`src/hdl/lsd_pkg.sv`:
```
// Purpose: shared constants, carriers and helpers for the segment display driver
// Assumes: 8-bit data memory, 125 MHz core clock
// Notes:   special register addresses are placed in the special register area
package lsd_pkg;

    localparam int          LSD_NUM_GLYPH      = 28;
    localparam int          LSD_NUM_BACKPLANE  = 4;
    localparam int          LSD_CORE_CLK_HZ    = 125_000_000;

    // display memory window and bank codes
    localparam logic [7:0]  LSD_MEM_FIRST      = 8'h80;
    localparam logic [7:0]  LSD_MEM_LAST       = 8'h9B;
    localparam logic [7:0]  LSD_BANK_DISPLAY   = 8'h01;
    localparam logic [7:0]  LSD_BANK_GENERAL   = 8'h00;

    // special register addresses
    localparam logic [7:0]  LSD_ADDR_CTRL      = 8'h60;
    localparam logic [7:0]  LSD_ADDR_GEN_LOW   = 8'h61;
    localparam logic [7:0]  LSD_ADDR_GEN_MID   = 8'h62;
    localparam logic [7:0]  LSD_ADDR_GEN_HIGH  = 8'h63;
    localparam logic [7:0]  LSD_ADDR_BP_TOP    = 8'h64;

    // display control field positions
    localparam int          LSD_CTRL_EN_BIT    = 7;
    localparam int          LSD_CTRL_TYPE_BIT  = 6;
    localparam int          LSD_CTRL_CUR_LSB   = 0;
    localparam int          LSD_BPEN_LSB       = 4;

    // reset values
    localparam logic [7:0]  LSD_CTRL_RESET     = 8'h00;
    localparam logic [7:0]  LSD_PINEN_RESET    = 8'h00;

    // subclock divider
    localparam int          LSD_SUB_DIV        = 8;
    localparam int          LSD_SUB_HZ         = 32_768;
    localparam int          LSD_DISP_HZ        = LSD_SUB_HZ / LSD_SUB_DIV;
    localparam int          LSD_TICK_MIN_CYC   = LSD_CORE_CLK_HZ / LSD_DISP_HZ;

    typedef struct packed {
        logic       ind_ptr2;
        logic       wr;
        logic       rd;
        logic [7:0] addr;
        logic [7:0] wdata;
    } lsd_cpu_req_s;

    typedef struct packed {
        logic       enable;
        logic       bias_type;
        logic [1:0] bias_cur;
    } lsd_ctrl_s;

    typedef enum logic [1:0] {
        LSD_PH0 = 2'b00,
        LSD_PH1 = 2'b01,
        LSD_PH2 = 2'b11,
        LSD_PH3 = 2'b10
    } lsd_phase_e;

    typedef enum logic [1:0] {
        LSD_LV_GND       = 2'b00,
        LSD_LV_THIRD     = 2'b01,
        LSD_LV_TWO_THIRD = 2'b10,
        LSD_LV_FULL      = 2'b11
    } lsd_level_e;

    function automatic logic lsd_in_window(input logic [7:0] addr);
        return (addr >= LSD_MEM_FIRST) && (addr <= LSD_MEM_LAST);
    endfunction : lsd_in_window

    function automatic logic [7:0] lsd_ctrl_image(input lsd_ctrl_s c);
        return {c.enable, c.bias_type, 4'h0, c.bias_cur};
    endfunction : lsd_ctrl_image

endpackage : lsd_pkg

```
`src/hdl/lsd_display_ram.sv`:
```
// Purpose: display memory, one byte per glyph pin
// Assumes: write and read indices already range checked
// Notes:   contents are not reset; software must load them
`timescale 1ns/100ps
module lsd_display_ram #(
    parameter int DEPTH = 28
) (
    input  wire logic       core_clk_i,
    input  wire logic       wr_en_i,
    input  wire logic [4:0] wr_idx_i,
    input  wire logic [7:0] wdata_i,
    input  wire logic [4:0] rd_idx_i,
    output logic      [7:0] rdata_o,
    input  wire logic [4:0] scan_idx_i,
    output logic      [7:0] scan_data_o
);
    logic [7:0] mem [DEPTH];

    // no reset on purpose, array maps to plain ram cells
    always_ff @(posedge core_clk_i) begin
        if (wr_en_i) begin
            mem[wr_idx_i] <= wdata_i;
        end
    end

    assign rdata_o     = mem[rd_idx_i];
    assign scan_data_o = mem[scan_idx_i];

endmodule : lsd_display_ram

```
`src/hdl/lsd_subclk_div.sv`:
```
// Purpose: synchronise the slow oscillators and divide the subclock
// Assumes: both slow oscillators far slower than the core clock
// Notes:   tick_o pulses once per eight subclock rising edges
`timescale 1ns/100ps
module lsd_subclk_div #(
    parameter int DIV = 8
) (
    input  wire logic core_clk_i,
    input  wire logic reset_i,
    input  wire logic rc_osc_i,
    input  wire logic xtal_osc_i,
    input  wire logic use_xtal_i,
    output logic      tick_o
);
    logic [1:0] rc_sync_q;
    logic [1:0] xt_sync_q;
    logic       sub_prev_q;
    logic       sub_now;
    logic [$clog2(DIV)-1:0] cnt_q;

    always_ff @(posedge core_clk_i or posedge reset_i) begin
        if (reset_i) begin
            rc_sync_q <= 2'h0;
            xt_sync_q <= 2'h0;
        end else begin
            rc_sync_q <= {rc_sync_q[0], rc_osc_i};
            xt_sync_q <= {xt_sync_q[0], xtal_osc_i};
        end
    end

    // mux after the second stage, first stages feed nothing else
    assign sub_now = use_xtal_i ? xt_sync_q[1] : rc_sync_q[1];

    always_ff @(posedge core_clk_i or posedge reset_i) begin
        if (reset_i) begin
            sub_prev_q <= 1'b0;
            cnt_q      <= '0;
            tick_o     <= 1'b0;
        end else begin
            sub_prev_q <= sub_now;
            tick_o     <= 1'b0;
            if (sub_now && !sub_prev_q) begin
                cnt_q <= cnt_q + 1'b1;
                if (cnt_q == ($clog2(DIV))'(DIV - 1)) begin
                    cnt_q  <= '0;
                    tick_o <= 1'b1;
                end
            end
        end
    end

endmodule : lsd_subclk_div

```
`src/hdl/lsd_segment_driver.sv`:
```
// Purpose: segment display driver, 28 glyph by 4 backplane outputs
// Assumes: core presents each data memory access as one cycle request
// Notes:   levels are 2-bit codes for the analog bias switches
`timescale 1ns/100ps
module lsd_segment_driver
    import lsd_pkg::*;
#(
    parameter int NUM_GLYPH = 28,
    parameter int NUM_BP    = 4
) (
    input  wire logic                         core_clk_i,
    input  wire logic                         reset_i,
    input  wire logic                         slow_internal_rc_osc_i,
    input  wire logic                         slow_crystal_osc_i,
    input  wire logic                         osc_select_strap_i,
    input  wire lsd_pkg::lsd_cpu_req_s        cpu_req_i,
    input  wire logic [7:0]                   bank_select_pointer_i,
    input  wire logic                         sleep_mode_i,
    input  wire logic                         cpu_halted_i,
    output logic                              mem_hit_o,
    output logic                              reg_hit_o,
    output logic      [7:0]                   rdata_o,
    output logic      [NUM_GLYPH-1:0][1:0]    glyph_level_o,
    output logic      [NUM_BP-1:0][1:0]       backplane_level_o,
    output logic      [NUM_GLYPH-1:0]         glyph_drive_en_o,
    output logic      [NUM_BP-1:0]            backplane_drive_en_o,
    output logic      [NUM_GLYPH-1:0]         glyph_pin_enable_o,
    output logic      [NUM_BP-1:0]            backplane_pin_enable_o,
    output logic                              bias_type_select_o,
    output logic      [1:0]                   bias_current_select_o,
    output logic                              bias_power_on_o
);
    import lsd_pkg::*;

    lsd_ctrl_s              ctrl_q;
    logic [7:0]             gen_low_q;
    logic [7:0]             gen_mid_q;
    logic [7:0]             gen_high_q;
    logic [7:0]             bp_top_q;
    logic                   strap_q;
    logic                   strap_taken_q;
    logic                   tick;
    logic                   disp_on;
    logic                   floating;
    lsd_phase_e             phase_q;
    lsd_phase_e             phase_d;
    logic                   pol_q;
    logic [4:0]             scan_idx_q;
    logic [7:0]             scan_data;
    logic [NUM_GLYPH-1:0]   pixel_q;
    logic [4:0]             mem_idx;
    logic [7:0]             mem_rdata;
    logic                   mem_wr;
    logic [7:0]             reg_rdata;

    assign mem_idx   = 5'(cpu_req_i.addr - LSD_MEM_FIRST);
    assign mem_hit_o = cpu_req_i.ind_ptr2
                     && (bank_select_pointer_i == LSD_BANK_DISPLAY)
                     && lsd_in_window(cpu_req_i.addr);
    assign mem_wr    = mem_hit_o && cpu_req_i.wr;

    always_comb begin
        reg_hit_o = 1'b1;
        reg_rdata = 8'h00;
        unique case (cpu_req_i.addr)
            LSD_ADDR_CTRL:     reg_rdata = lsd_ctrl_image(ctrl_q);
            LSD_ADDR_GEN_LOW:  reg_rdata = gen_low_q;
            LSD_ADDR_GEN_MID:  reg_rdata = gen_mid_q;
            LSD_ADDR_GEN_HIGH: reg_rdata = gen_high_q;
            LSD_ADDR_BP_TOP:   reg_rdata = bp_top_q;
            default:           reg_hit_o = 1'b0;
        endcase
    end

    always_ff @(posedge core_clk_i or posedge reset_i) begin
        if (reset_i) begin
            ctrl_q <= lsd_ctrl_s'(4'h0);
        end else if (cpu_req_i.wr && cpu_req_i.addr == LSD_ADDR_CTRL) begin
            ctrl_q.enable    <= cpu_req_i.wdata[LSD_CTRL_EN_BIT];
            ctrl_q.bias_type <= cpu_req_i.wdata[LSD_CTRL_TYPE_BIT];
            ctrl_q.bias_cur  <= cpu_req_i.wdata[LSD_CTRL_CUR_LSB +: 2];
        end
    end

    always_ff @(posedge core_clk_i or posedge reset_i) begin
        if (reset_i) begin
            gen_low_q  <= LSD_PINEN_RESET;
            gen_mid_q  <= LSD_PINEN_RESET;
            gen_high_q <= LSD_PINEN_RESET;
            bp_top_q   <= LSD_PINEN_RESET;
        end else if (cpu_req_i.wr) begin
            if (cpu_req_i.addr == LSD_ADDR_GEN_LOW) begin
                gen_low_q <= cpu_req_i.wdata;
            end
            if (cpu_req_i.addr == LSD_ADDR_GEN_MID) begin
                gen_mid_q <= cpu_req_i.wdata;
            end
            if (cpu_req_i.addr == LSD_ADDR_GEN_HIGH) begin
                gen_high_q <= cpu_req_i.wdata;
            end
            if (cpu_req_i.addr == LSD_ADDR_BP_TOP) begin
                bp_top_q <= cpu_req_i.wdata;
            end
        end
    end

    // read data registered, unmapped reads return zero
    always_ff @(posedge core_clk_i or posedge reset_i) begin
        if (reset_i) begin
            rdata_o <= 8'h00;
        end else if (cpu_req_i.rd) begin
            rdata_o <= mem_hit_o ? mem_rdata : reg_rdata;
        end
    end

    always_ff @(posedge core_clk_i or posedge reset_i) begin
        if (reset_i) begin
            strap_q       <= 1'b0;
            strap_taken_q <= 1'b0;
        end else if (!strap_taken_q) begin
            strap_q       <= osc_select_strap_i;
            strap_taken_q <= 1'b1;
        end
    end

    lsd_subclk_div #(
        .DIV        (LSD_SUB_DIV)
    ) u_div (
        .core_clk_i (core_clk_i),
        .reset_i    (reset_i),
        .rc_osc_i   (slow_internal_rc_osc_i),
        .xtal_osc_i (slow_crystal_osc_i),
        .use_xtal_i (strap_q),
        .tick_o     (tick)
    );

    lsd_display_ram #(
        .DEPTH       (NUM_GLYPH)
    ) u_ram (
        .core_clk_i  (core_clk_i),
        .wr_en_i     (mem_wr),
        .wr_idx_i    (mem_idx),
        .wdata_i     (cpu_req_i.wdata),
        .rd_idx_i    (mem_idx),
        .rdata_o     (mem_rdata),
        .scan_idx_i  (scan_idx_q),
        .scan_data_o (scan_data)
    );

    assign disp_on = ctrl_q.enable && !sleep_mode_i;

    // free-running memory scan
    // whole pattern refreshed in 28 cycles, far below one display tick
    always_ff @(posedge core_clk_i or posedge reset_i) begin
        if (reset_i) begin
            scan_idx_q <= 5'h0;
            pixel_q    <= '0;
        end else begin
            scan_idx_q <= (scan_idx_q == 5'(NUM_GLYPH - 1)) ? 5'h0 : scan_idx_q + 5'h1;
            // gray phase code back to backplane bit
            pixel_q[scan_idx_q] <= scan_data[{phase_q[1], ^phase_q}];
        end
    end

    always_comb begin
        unique case (phase_q)
            LSD_PH0: phase_d = LSD_PH1;
            LSD_PH1: phase_d = LSD_PH2;
            LSD_PH2: phase_d = LSD_PH3;
            LSD_PH3: phase_d = LSD_PH0;
        endcase
    end

    always_ff @(posedge core_clk_i or posedge reset_i) begin
        if (reset_i) begin
            phase_q <= LSD_PH0;
            pol_q   <= 1'b0;
        end else if (!disp_on) begin
            phase_q <= LSD_PH0;
            pol_q   <= 1'b0;
        end else if (tick) begin
            phase_q <= phase_d;
            if (phase_q == LSD_PH3) begin
                pol_q <= !pol_q;
            end
        end
    end

    always_ff @(posedge core_clk_i or posedge reset_i) begin
        if (reset_i) begin
            glyph_level_o     <= '0;
            backplane_level_o <= '0;
        end else begin
            for (int b = 0; b < NUM_BP; b++) begin
                if (!disp_on) begin
                    backplane_level_o[b] <= LSD_LV_GND;
                end else if (phase_q == lsd_phase_e'(b ^ (b >> 1))) begin
                    backplane_level_o[b] <= pol_q ? LSD_LV_GND : LSD_LV_FULL;
                end else begin
                    backplane_level_o[b] <= pol_q ? LSD_LV_TWO_THIRD : LSD_LV_THIRD;
                end
            end
            for (int g = 0; g < NUM_GLYPH; g++) begin
                if (!disp_on) begin
                    glyph_level_o[g] <= LSD_LV_GND;
                end else if (pixel_q[g]) begin
                    glyph_level_o[g] <= pol_q ? LSD_LV_FULL : LSD_LV_GND;
                end else begin
                    glyph_level_o[g] <= pol_q ? LSD_LV_THIRD : LSD_LV_TWO_THIRD;
                end
            end
        end
    end

    assign glyph_pin_enable_o     = {bp_top_q[3:0], gen_high_q, gen_mid_q, gen_low_q};
    assign backplane_pin_enable_o = bp_top_q[LSD_BPEN_LSB +: 4];

    // float in halt with capacitor bias while the display is disabled
    assign floating = !ctrl_q.enable && cpu_halted_i && ctrl_q.bias_type;

    always_ff @(posedge core_clk_i or posedge reset_i) begin
        if (reset_i) begin
            glyph_drive_en_o     <= '0;
            backplane_drive_en_o <= '0;
        end else begin
            glyph_drive_en_o     <= floating ? '0 : glyph_pin_enable_o;
            backplane_drive_en_o <= floating ? '0 : backplane_pin_enable_o;
        end
    end

    always_ff @(posedge core_clk_i or posedge reset_i) begin
        if (reset_i) begin
            bias_type_select_o    <= 1'b0;
            bias_current_select_o <= 2'h0;
            bias_power_on_o       <= 1'b0;
        end else begin
            bias_type_select_o    <= ctrl_q.bias_type;
            bias_current_select_o <= ctrl_q.bias_cur;
            bias_power_on_o       <= disp_on;
        end
    end

    // assertions
    property p_general_bank;
        @(posedge core_clk_i) disable iff (reset_i)
        (bank_select_pointer_i == LSD_BANK_GENERAL) |-> !mem_hit_o;
    endproperty
    a_general_bank: assert property (p_general_bank)
        else $error("display memory hit with general bank");

    property p_direct_miss;
        @(posedge core_clk_i) disable iff (reset_i)
        !cpu_req_i.ind_ptr2 |-> !mem_hit_o;
    endproperty
    a_direct_miss: assert property (p_direct_miss)
        else $error("direct access reached display memory");

    property p_readback;
        @(posedge core_clk_i) disable iff (reset_i)
        (mem_wr ##2 (cpu_req_i.rd && mem_hit_o && mem_idx == $past(mem_idx, 2) && !mem_wr && !$past(mem_wr)))
        |=> (rdata_o == $past(cpu_req_i.wdata, 3));
    endproperty
    a_readback: assert property (p_readback)
        else $error("display memory write not read back");

    property p_reserved_zero;
        @(posedge core_clk_i) disable iff (reset_i)
        (cpu_req_i.rd && !mem_hit_o && cpu_req_i.addr == LSD_ADDR_CTRL) |=> (rdata_o[5:2] == 4'h0);
    endproperty
    a_reserved_zero: assert property (p_reserved_zero)
        else $error("reserved control bits read nonzero");

    property p_reset_clear;
        @(posedge core_clk_i) disable iff (reset_i)
        $past(reset_i) |-> (lsd_ctrl_image(ctrl_q) == LSD_CTRL_RESET && bp_top_q == LSD_PINEN_RESET);
    endproperty
    a_reset_clear: assert property (p_reset_clear)
        else $error("control not clear after reset");

    property p_blank_off;
        @(posedge core_clk_i) disable iff (reset_i)
        (!disp_on ##1 !disp_on) |-> (glyph_level_o == '0 && backplane_level_o == '0 && !bias_power_on_o);
    endproperty
    a_blank_off: assert property (p_blank_off)
        else $error("drive present while display off");

    property p_float;
        @(posedge core_clk_i) disable iff (reset_i)
        floating |=> (glyph_drive_en_o == '0 && backplane_drive_en_o == '0);
    endproperty
    a_float: assert property (p_float)
        else $error("pins driven while floating required");

    property p_gpio_pin;
        @(posedge core_clk_i) disable iff (reset_i)
        1'b1 |=> ((glyph_drive_en_o & ~$past(glyph_pin_enable_o)) == '0);
    endproperty
    a_gpio_pin: assert property (p_gpio_pin)
        else $error("general I/O pin driven by display");

    property p_frame_invert;
        @(posedge core_clk_i) disable iff (reset_i)
        (tick && disp_on && phase_q == LSD_PH3) |=> (pol_q != $past(pol_q) && phase_q == LSD_PH0);
    endproperty
    a_frame_invert: assert property (p_frame_invert)
        else $error("frame polarity not inverted");

    property p_tick_spacing;
        @(posedge core_clk_i) disable iff (reset_i)
        tick |=> !tick [*8];
    endproperty
    a_tick_spacing: assert property (p_tick_spacing)
        else $error("display ticks too close");

    property p_active_row;
        @(posedge core_clk_i) disable iff (reset_i)
        (disp_on && $stable(phase_q) && phase_q == LSD_PH0 && $stable(pol_q))
        |=> (backplane_level_o[0] == (pol_q ? LSD_LV_GND : LSD_LV_FULL));
    endproperty
    a_active_row: assert property (p_active_row)
        else $error("active backplane level wrong");

endmodule : lsd_segment_driver

```
`config.mk`:
```
export PLATFORM = sky130hd
export DESIGN_NAME = lsd_segment_driver
export DESIGN_NICKNAME = d
export VERILOG_FILES = /design/src/hdl/lsd_pkg.sv /design/src/hdl/lsd_display_ram.sv /design/src/hdl/lsd_subclk_div.sv /design/src/hdl/lsd_segment_driver.sv
export SDC_FILE = /design/constraint.sdc
export NUM_CORES = 1
export LEC_CHECK = 0
export ABC_CLOCK_PERIOD_IN_PS = 8900
export BUFFER_PORTS_ARGS = -buffer_cell sky130_fd_sc_hd__buf_2
export CORE_UTILIZATION = 45
export DETAILED_ROUTE_END_ITERATION = 7
export PLACE_DENSITY_LB_ADDON = 0.15
export SETUP_SLACK_MARGIN = 0.1
export SYNTH_ARGS = -nofsm -noshare
export SYNTH_HDL_FRONTEND = slang
export SYNTH_HIERARCHICAL = 1
export SYNTH_SLANG_ARGS = --single-unit
```
`constraint.sdc`:
```
create_clock -name core_clk_i -period 8.9 [get_ports core_clk_i]
set_input_delay 0.89 -clock core_clk_i [delete_from_list [all_inputs] [get_ports core_clk_i]]
set_output_delay 0.89 -clock core_clk_i [all_outputs]
set_load 0.1 [all_outputs]
```
# After elaboration in Yosys (flattened, before gate mapping)

Memory sizes are Yosys's and may differ from the RTL's.
Index checks and enable logic that the tools add are counted.
W data, S select, Z words.

$add $sub $neg: 3
$lt $le $gt $ge: 5
Equal/unequal tests: 13
Mux-type cells: 91
Reductions and logical operators: 22

Operators by type and width:

| cell                  | count |
|---|---|
| $mux W2               | 70 |
| $eq A8 B7 Y1 const B  | 5 |
| $pmux W8 S5           | 1 |
| $bwmux W28            | 1 |
| $mux W28              | 1 |
| $mux W1               | 11 |
| $logic_and A1 B1 Y1   | 10 |
| $reduce_and A2 Y1     | 5 |
| $eq A8 B1 Y1 const B  | 1 |
| $ge A8 B8 Y1 const B  | 1 |
| $le A8 B8 Y1 const B  | 1 |
| $mux W8               | 1 |
| $pmux W2 S4           | 1 |
| $lt A5 B6 Y1 const B  | 1 |
| $add A5 B1 Y5 const B | 1 |
| $demux W1 S5          | 1 |
| $eq A5 B5 Y1 const B  | 1 |
| $ge A5 B1 Y1 const B  | 1 |
| $mux W5               | 1 |
| $reduce_or A5 Y1      | 1 |
| $sub A5 B1 Y5 const B | 1 |
| $eq A2 B2 Y1 const B  | 2 |
| $logic_not A1 Y1      | 4 |
| $lt A2 B4 Y1 const B  | 1 |
| 9 further kinds       | 10 |

Bits in registers: 191
Memory bits (writable): 224
Memories: 1

Memory list:

| memory    | words | bits a word | rd ports | clocked after memory_dff | wr ports | RTL line              | text |
|---|---|---|---|---|---|---|---|
| u_ram.mem | 28    | 8           | 2        | 0                        | 1        | lsd_display_ram.sv:17 | `logic [7:0] mem [DEPTH];` |

# Depth between registers and ports, before layout

Gate-level depths: netlist (run 1).

Depth after elaboration: 6
Gate-level depth with buffers: 10
Gate-level depth less buffers: 6

# Modules after synthesis

Netlist (run 1), hierarchy kept.

By module, submodules not included:

| module             | instances | cells each | area each (sq um) | seq. area each (sq um) |
|---|---|---|---|---|
| lsd_display_ram    | 1         | 671        | 10,749.1          | 6,726.5 |
| lsd_segment_driver | 1         | 535        | 6,508.7           | 3,803.6 |
| lsd_subclk_div     | 1         | 19         | 339.1             | 225.2 |

# Worst setup path after synthesis (run 1)

No wires, ideal clock.

Kind: input-to-reg
Start point: in bank_select_pointer_i[3]
End point: mem u_ram.mem[0][0], enable pin
Arrival time: 3,646 ps
Path slack: 4,884 ps
Stages: 7
Buffers on the path: 2
Cells stage by stage: nor4b_1 -> and4_1 -> clkbuf_1 -> and2_1 -> or3b_2 -> clkbuf_1 -> nor2_1

Word-level cells in the longest chain between the ends: 6

RTL lines:

| what                          | RTL line                 | text |
|---|---|---|
| from (decl)                   | lsd_segment_driver.sv:17 | `input wire logic [7:0] bank_select_pointer_i,` |
| $eq A8 B1 Y1                  | lsd_segment_driver.sv:58 | `&& (bank_select_pointer_i == LSD_BANK_DISPLAY)` |
| $logic_and A1 B1 Y1           | lsd_segment_driver.sv:58 |  |
| $logic_and A1 B1 Y1           | lsd_segment_driver.sv:59 | `&& lsd_in_window(cpu_req_i.addr);` |
| via mem_hit_o                 | lsd_segment_driver.sv:20 | `output logic mem_hit_o,` |
| $logic_and A1 B1 Y1           | lsd_segment_driver.sv:60 | `assign mem_wr = mem_hit_o && cpu_req_i.wr;` |
| via mem_wr                    | lsd_segment_driver.sv:53 | `logic mem_wr;` |
| $mux W1                       | lsd_display_ram.sv:21    | `if (wr_en_i) begin` |
| $mux W1 (not written as such) | lsd_display_ram.sv:22    | `mem[wr_idx_i] <= wdata_i;` |
| to (decl)                     | lsd_display_ram.sv:17    |  |

The timed path passes the listed nets, and every way through them passes these cells.

# Final worst setup path (run 1)

Start point: in cpu_req_i[8] (netlist name)
End point: out reg_hit_o

Word-level cells in the longest chain between the ends: 3
Elaborated cells between the ends (all ways): 7

RTL lines:

| what                         | RTL line                 | text |
|---|---|---|
| from (decl)                  | lsd_segment_driver.sv:16 | `input wire lsd_pkg::lsd_cpu_req_s cpu_req_i,` |
| $eq A8 B7 Y1                 | lsd_segment_driver.sv:65 | `unique case (cpu_req_i.addr)` |
| $reduce_or A5 Y1 (no line) * | -                        |  |
| $mux W1 *                    | lsd_segment_driver.sv:65 |  |
| to (decl)                    | lsd_segment_driver.sv:21 | `output logic reg_hit_o,` |

Mark *: on every way between the ends. The rest lies on a longest branch, timed or not.

==> impl_metrics.tcl, run 1 <==
set metrics [dict create \
    status "finished clean" \
    skew_ns 0.0188 \
    syn-num-nets 1203 \
    globalplace.congestion 0.885 \
    path_clk_slew_ns 0.06 \
    num-nets-final 1328 \
    initial_core_util 0.458 \
    regToRegSetupSlack_ns 5.64 \
    min_path_type "reg -> reg" \
    worstPathArrival_ns 2.75 \
    drive_above_1_share 0.279 \
    ant_nets 0 \
    worstMarginPinSlew_ns 1.16 \
    cpMostUsedCell "buf_4" \
    setup.worst_path.class "in -> out" \
    grt_pass1_vias 9585 \
    area_growth_pct 13.7 \
    grt_max_degree 80 \
    vias 9961 \
    crit_path_cell_trace "buf_4 -> buf_4 -> o21ai_0 -> and2_1 -> buf_2" \
    required_ns 8.01 \
    first_pass_iters 5 \
    antenna_found_initial 1 \
    ys_warn_count 6 \
    grt_overflow_total 0 \
    power_mw 3.97 \
    ctsHoldBuffers 0 \
    slowest_stage "buf_4" \
    placed_cells 1709 \
    hpwl_um 27000 \
    clockBufferDepth 3 \
    cts-root-buf "clkbuf_16" \
    cts_resized 0 \
    slowest_delay_ns 0.85 \
    setup_viol 0 \
    grt_use_total 0.218 \
    cts_tree "built" \
    min_period_over_period 0.409 \
    rsz0062_at_grt "false" \
    slew_headroom 0.226 \
    row_count 70 \
    cp_max_fo 62 \
    first_iter_violations 877 \
    drc 0 \
    synth.cell_area_sq_um 16800 \
    dieArea_sq_um 38000 \
    maxCapViolCount 0 \
    critPathCaptureType "primary output" \
    vias_per_cell 5.58 \
    grt_pass1_wl_um 61700 \
    cts.sinks 385 \
    cp_top_family "buffers and inverters" \
    die_h_um 195 \
    die_x_um 195 \
    p_per_area_nw_per_um2 208 \
    nFillCells 3115 \
    numCtsBuffers 41 \
    final_cells 1785 \
    leakage_nw 8.05 \
    totalWireLength_um 40900 \
    hold_violations 0 \
    htreeDepth 2 \
    fin_crit_ns 3.64 \
    coreArea_sq_um 36600 \
    syn_avg_cell_area_sq_um 14.5 \
    drv_slew 0 \
    finalSetupTns_ns 0 \
    postCtsSetupRepairBufs 0 \
    insertion_delay_ns 0.56 \
    ir_worst_vdd_mv 0.147 \
    syn_inst 1159 \
    wire_per_inst_um 22.9 \
    io_pins 176 \
    critPathBufInv 3 \
    max_freq_mhz 275 \
    portBuffers 175 \
    critPathLaunchType "primary input" \
]
==> flip-flops by register name (all words and copies together), names as in the netlist, 3 cells and up <==
name,flops
gen_high_q,8
bp_top_q,8
backplane_drive_en_o,4
gen_low_q,8
gen_mid_q,8
pixel_q,28
u_ram/mem,224
u_div/cnt_q,3
ctrl_q,4
scan_idx_q,5
glyph_level_o,29
glyph_drive_en_o,28
rdata_o,8
backplane_level_o,5
==> stage by stage <==
step	instance area, sq um	util	worst slack [ns]	hold slack (ns)
floorplan	16800	-	3.92	0.331
global placement	17700	0.483	5.03	0.335
detailed placement	17700	0.483	5.02	0.340
CTS	19000	0.520	5.21	0.346
global route	19000	0.520	5.11	0.353
finish	19000	0.520	5.26	0.350
==> layout by cell type, fill, tap and decap left out, types with 7 or more instances in the layout <==
cell         n
clkinv_2    14
nand4_1     17
ha_1        10
nand2_1     80
edfxtp_1   224
a31oi_1      7
inv_1       11
and2_1      39
mux2_2      69
nor2b_1     18
mux4_2      32
nand2b_1     8
nand3_1     32
buf_4       10
a21oi_1     20
nor2_1      85
mux2i_1    110
clkbuf_16   44
clkbuf_1     8
a22oi_1     30
buf_2      173
dfrtp_1    160
xor2_1      29
o21ai_0      8
==> area by class of cell <==
class / instances / area, sq um / area share
clock inverter: 20 / 179 / 0.00940
inverter: 12 / 50.0 / 0.00263
antenna: 1 / 2.50 / 0.000131
tap: 468 / 586 / 0.0308
multi-input combinational: 661 / 5350 / 0.281
clock buffer: 55 / 1170 / 0.0616
timing repair buffer: 183 / 941 / 0.0494
sequential: 385 / 10800 / 0.565
==> power by group <==
part / switching, mW / total (mW) / leakage (nW) / internal, mW
Combinational: 0.243 / 0.323 / 3.22 / 0.0796
Clock: 0.692 / 1.71 / 0.681 / 1.01
Sequential: 0.0181 / 1.94 / 4.14 / 1.92
==> per-layer routing <==
metal | routed length (um) | track usage
met1 | 18100 | 0.313
met2 | 19100 | 0.340
met3 | 2750 | 0.0370
met4 | 913 | 0.0656
met5 | 0 | 0
==> worst paths after layout <==
check / cells past startpoint / startpoint / end
max: 5 / cpu_req_i[8] / reg_hit_o
min: 0 / u_div/rc_sync_q[0] / u_div/rc_sync_q[1]
max reg2reg: 7 / scan_idx_q[2] / pixel_q[22]
min reg2reg: 0 / u_div/rc_sync_q[0] / u_div/rc_sync_q[1]
max in group asynchronous: 3 / reset_i / gen_low_q[1]
min in group asynchronous: 2 / reset_i / u_div/rc_sync_q[0]
Power figures use the tool's default switching activity.
==> run 2: changes to the inputs <==
Settings changed: ABC_CLOCK_PERIOD_IN_PS 8900 to 3000.
Clock period 8.9 ns to 3 ns, I/O delays scaled along.
==> run 2 against run 1 <==
Die area did not move. Wire length hardly changed. Non-clock buffer count grew 61. Design area grew 3.2%. Critical path type is now reg -> reg. Critical endpoint is now pixel_q[16].
==> impl_metrics.tcl, run 2 (synthesis gave the netlist of run 1 again) <==
set metrics [dict create \
    max_freq_mhz 351 \
    worstPathArrival_ns 3.27 \
    cts-root-buf "clkbuf_16" \
    drc 0 \
    clockBufferDepth 3 \
    insertion_delay_ns 0.55 \
    slowest_stage "mux4_2" \
    coreArea_sq_um 36600 \
    required_ns 3.41 \
    wl_met1_um 18100 \
    totalWireLength_um 40900 \
    fin_area_sq_um 19700 \
    wl_met2_um 19700 \
    hpwl_um 27000 \
    wire_per_inst_um 22.2 \
    first_pass_iters 5 \
    mostFrequentLayoutCell "edfxtp_1" \
    ir_worst_vdd_mv 0.511 \
    grt_use_total 0.215 \
    grt_overflow_total 0 \
    htreeDepth 2 \
    setup_viol 0 \
    drv_slew 0 \
    grt_pass1_vias 10000 \
    p_seq_frac 0.476 \
    power_mw 12.1 \
    antenna_cells 0 \
    globalplace.congestion 0.846 \
    first_iter_violations 732 \
    path_clk_slew_ns 0.07 \
    hold_violations 0 \
    top_layer "met4" \
    portBuffers 175 \
    pre_cts_ws_ns -0.00733 \
    min_period_over_period 0.951 \
    critPathCaptureType "flop" \
    top_register "u_ram/mem" \
    cp_max_fo 14 \
    drive_above_1_share 0.311 \
    slew_headroom 0.361 \
    fin_crit_ns 2.85 \
    numCtsBuffers 41 \
    power.internal_mw 9.20 \
    top_regs "u_ram/mem: 224 flops, glyph_level_o: 29 flops" \
    cp_top_family "multiplexers" \
    status "finished clean" \
    vias 10200 \
    placed_area_sq_um 18100 \
    rsz0062_at_grt "true" \
    row_count 70 \
    die_x_um 195 \
    crit_path_cell_trace "mux4_1 -> mux2_2 -> o22ai_1 -> a31oi_1 -> mux4_2 -> mux2_2" \
    nFillCells 3104 \
    switching_share 0.238 \
    antenna_found_initial 0 \
    setup.worst_path.class "reg -> reg" \
    num-nets-final 1390 \
    min_path_type "in -> reg" \
    critPathBufInv 0 \
    grt_max_degree 80 \
    power.clock.fraction 0.442 \
    io_pins 176 \
    grt_pass1_wl_um 62100 \
    cts_tree "built" \
    critPathLaunchType "flop" \
    p_per_area_nw_per_um2 614 \
    maxCapViolCount 0 \
    area_growth_pct 17.3 \
    worstMarginPinSlew_ns 0.955 \
    largest_reg_flops 224 \
    skew_ns 0.0200 \
    leakage_nw 8.40 \
    cpMostUsedCell "mux2_2" \
    power_switching_mw 2.87 \
    cts.sinks 385 \
    final_core_util 0.537 \
    dieArea_sq_um 38000 \
    ant_nets 0 \
    mostFrequentLayoutCells "edfxtp_1, buf_2, dfrtp_1" \
    slowest_delay_ns 0.66 \
    initial_core_util 0.458 \
    layout_setup_ws_ns 0.147 \
    routed-wl-met3_um 2390 \
    vias_per_cell 5.52 \
    die_h_um 195 \
    comb_power_share 0.082 \
]
==> run 2: cell count changes in the layout (fill, tap and decap cells not counted), moves of 3 or more <==
| cell | delta |
|---|---|
| clkbuf_8 | +4 |
| clkinv_2 | -7 |
| clkinvlp_4 | +3 |
| buf_12 | +3 |
| buf_4 | +53 |
| dlygate4sd3_1 | +4 |
| clkbuf_1 | -3 |
==> run 2: power by group through the flow <==
| stage | logic, mW | registers (mW) | clock network, mW |
|---|---|---|---|
| global placement | 0.982 | 5.85 | 0 |
| finish | 0.987 | 5.75 | 5.33 |
| detailed placement | 0.993 | 5.85 | 0 |
| floorplan | 0.357 | 6.20 | 0 |
| CTS | 0.998 | 5.75 | 5.43 |
| global route | 1.05 | 5.76 | 5.62 |
==> run 2: tightest hold or removal path, cell delays in order <==
cell and delay (ns):
buf_2 0.20, nand4_1 0.10, nand3_1 0.07
==> run 2: per-stage QoR <==
stage          TNS (ns)  cells  hold slack (ns)
2_1_floorplan         0   1159            0.128
3_3_place_gp          0   1766            0.219
3_5_place_dp    -0.0388   1766            0.220
4_1_cts               0   1845            0.166
5_1_grt               0   1846            0.235
6_report              0   1846            0.185
==> run 2: layout make-up <==
cell class	count	area, sq um	share of cell area
multi-input combinational	662	5370	0.273
timing repair buffer	244	1450	0.0738
clock buffer	57	1210	0.0614
inverter	12	48.8	0.00248
tap	468	586	0.0298
clock inverter	18	228	0.0116
sequential	385	10800	0.548
==> run 2: path summary, 6_finish.rpt <==
check / slack, ns / cells past startpoint / end / from
setup / recovery: 0.15 / 6 / pixel_q[16] / scan_idx_q[2]
hold / removal: 0.18 / 3 / rdata_o[0] / cpu_req_i[16]
setup reg to reg: 0.15 / 6 / pixel_q[16] / scan_idx_q[2]
hold reg to reg: 0.35 / 0 / u_div/rc_sync_q[1] / u_div/rc_sync_q[0]
max in group asynchronous: 2.08 / 4 / scan_idx_q[0] / reset_i
min in group asynchronous: 0.23 / 3 / strap_taken_q / reset_i
==> run 2: repair_timing <==
item	CTS	global route
endpoints found under the setup margin	28	28
resized for setup	1	3
endpoints found under the hold margin	123	0
hold buffers	4	0
setup buffers	0	0
gates cloned	0	1
==> run 2: per-layer routing <==
| layer | global-route usage | up-vias |
|---|---|---|
| met3 | 0.0330 | 49 |
| li1 | - | 4597 |
| met1 | 0.306 | 5219 |
| met5 | 0 | - |
| met2 | 0.349 | 333 |
| met4 | 0.0487 | 0 |
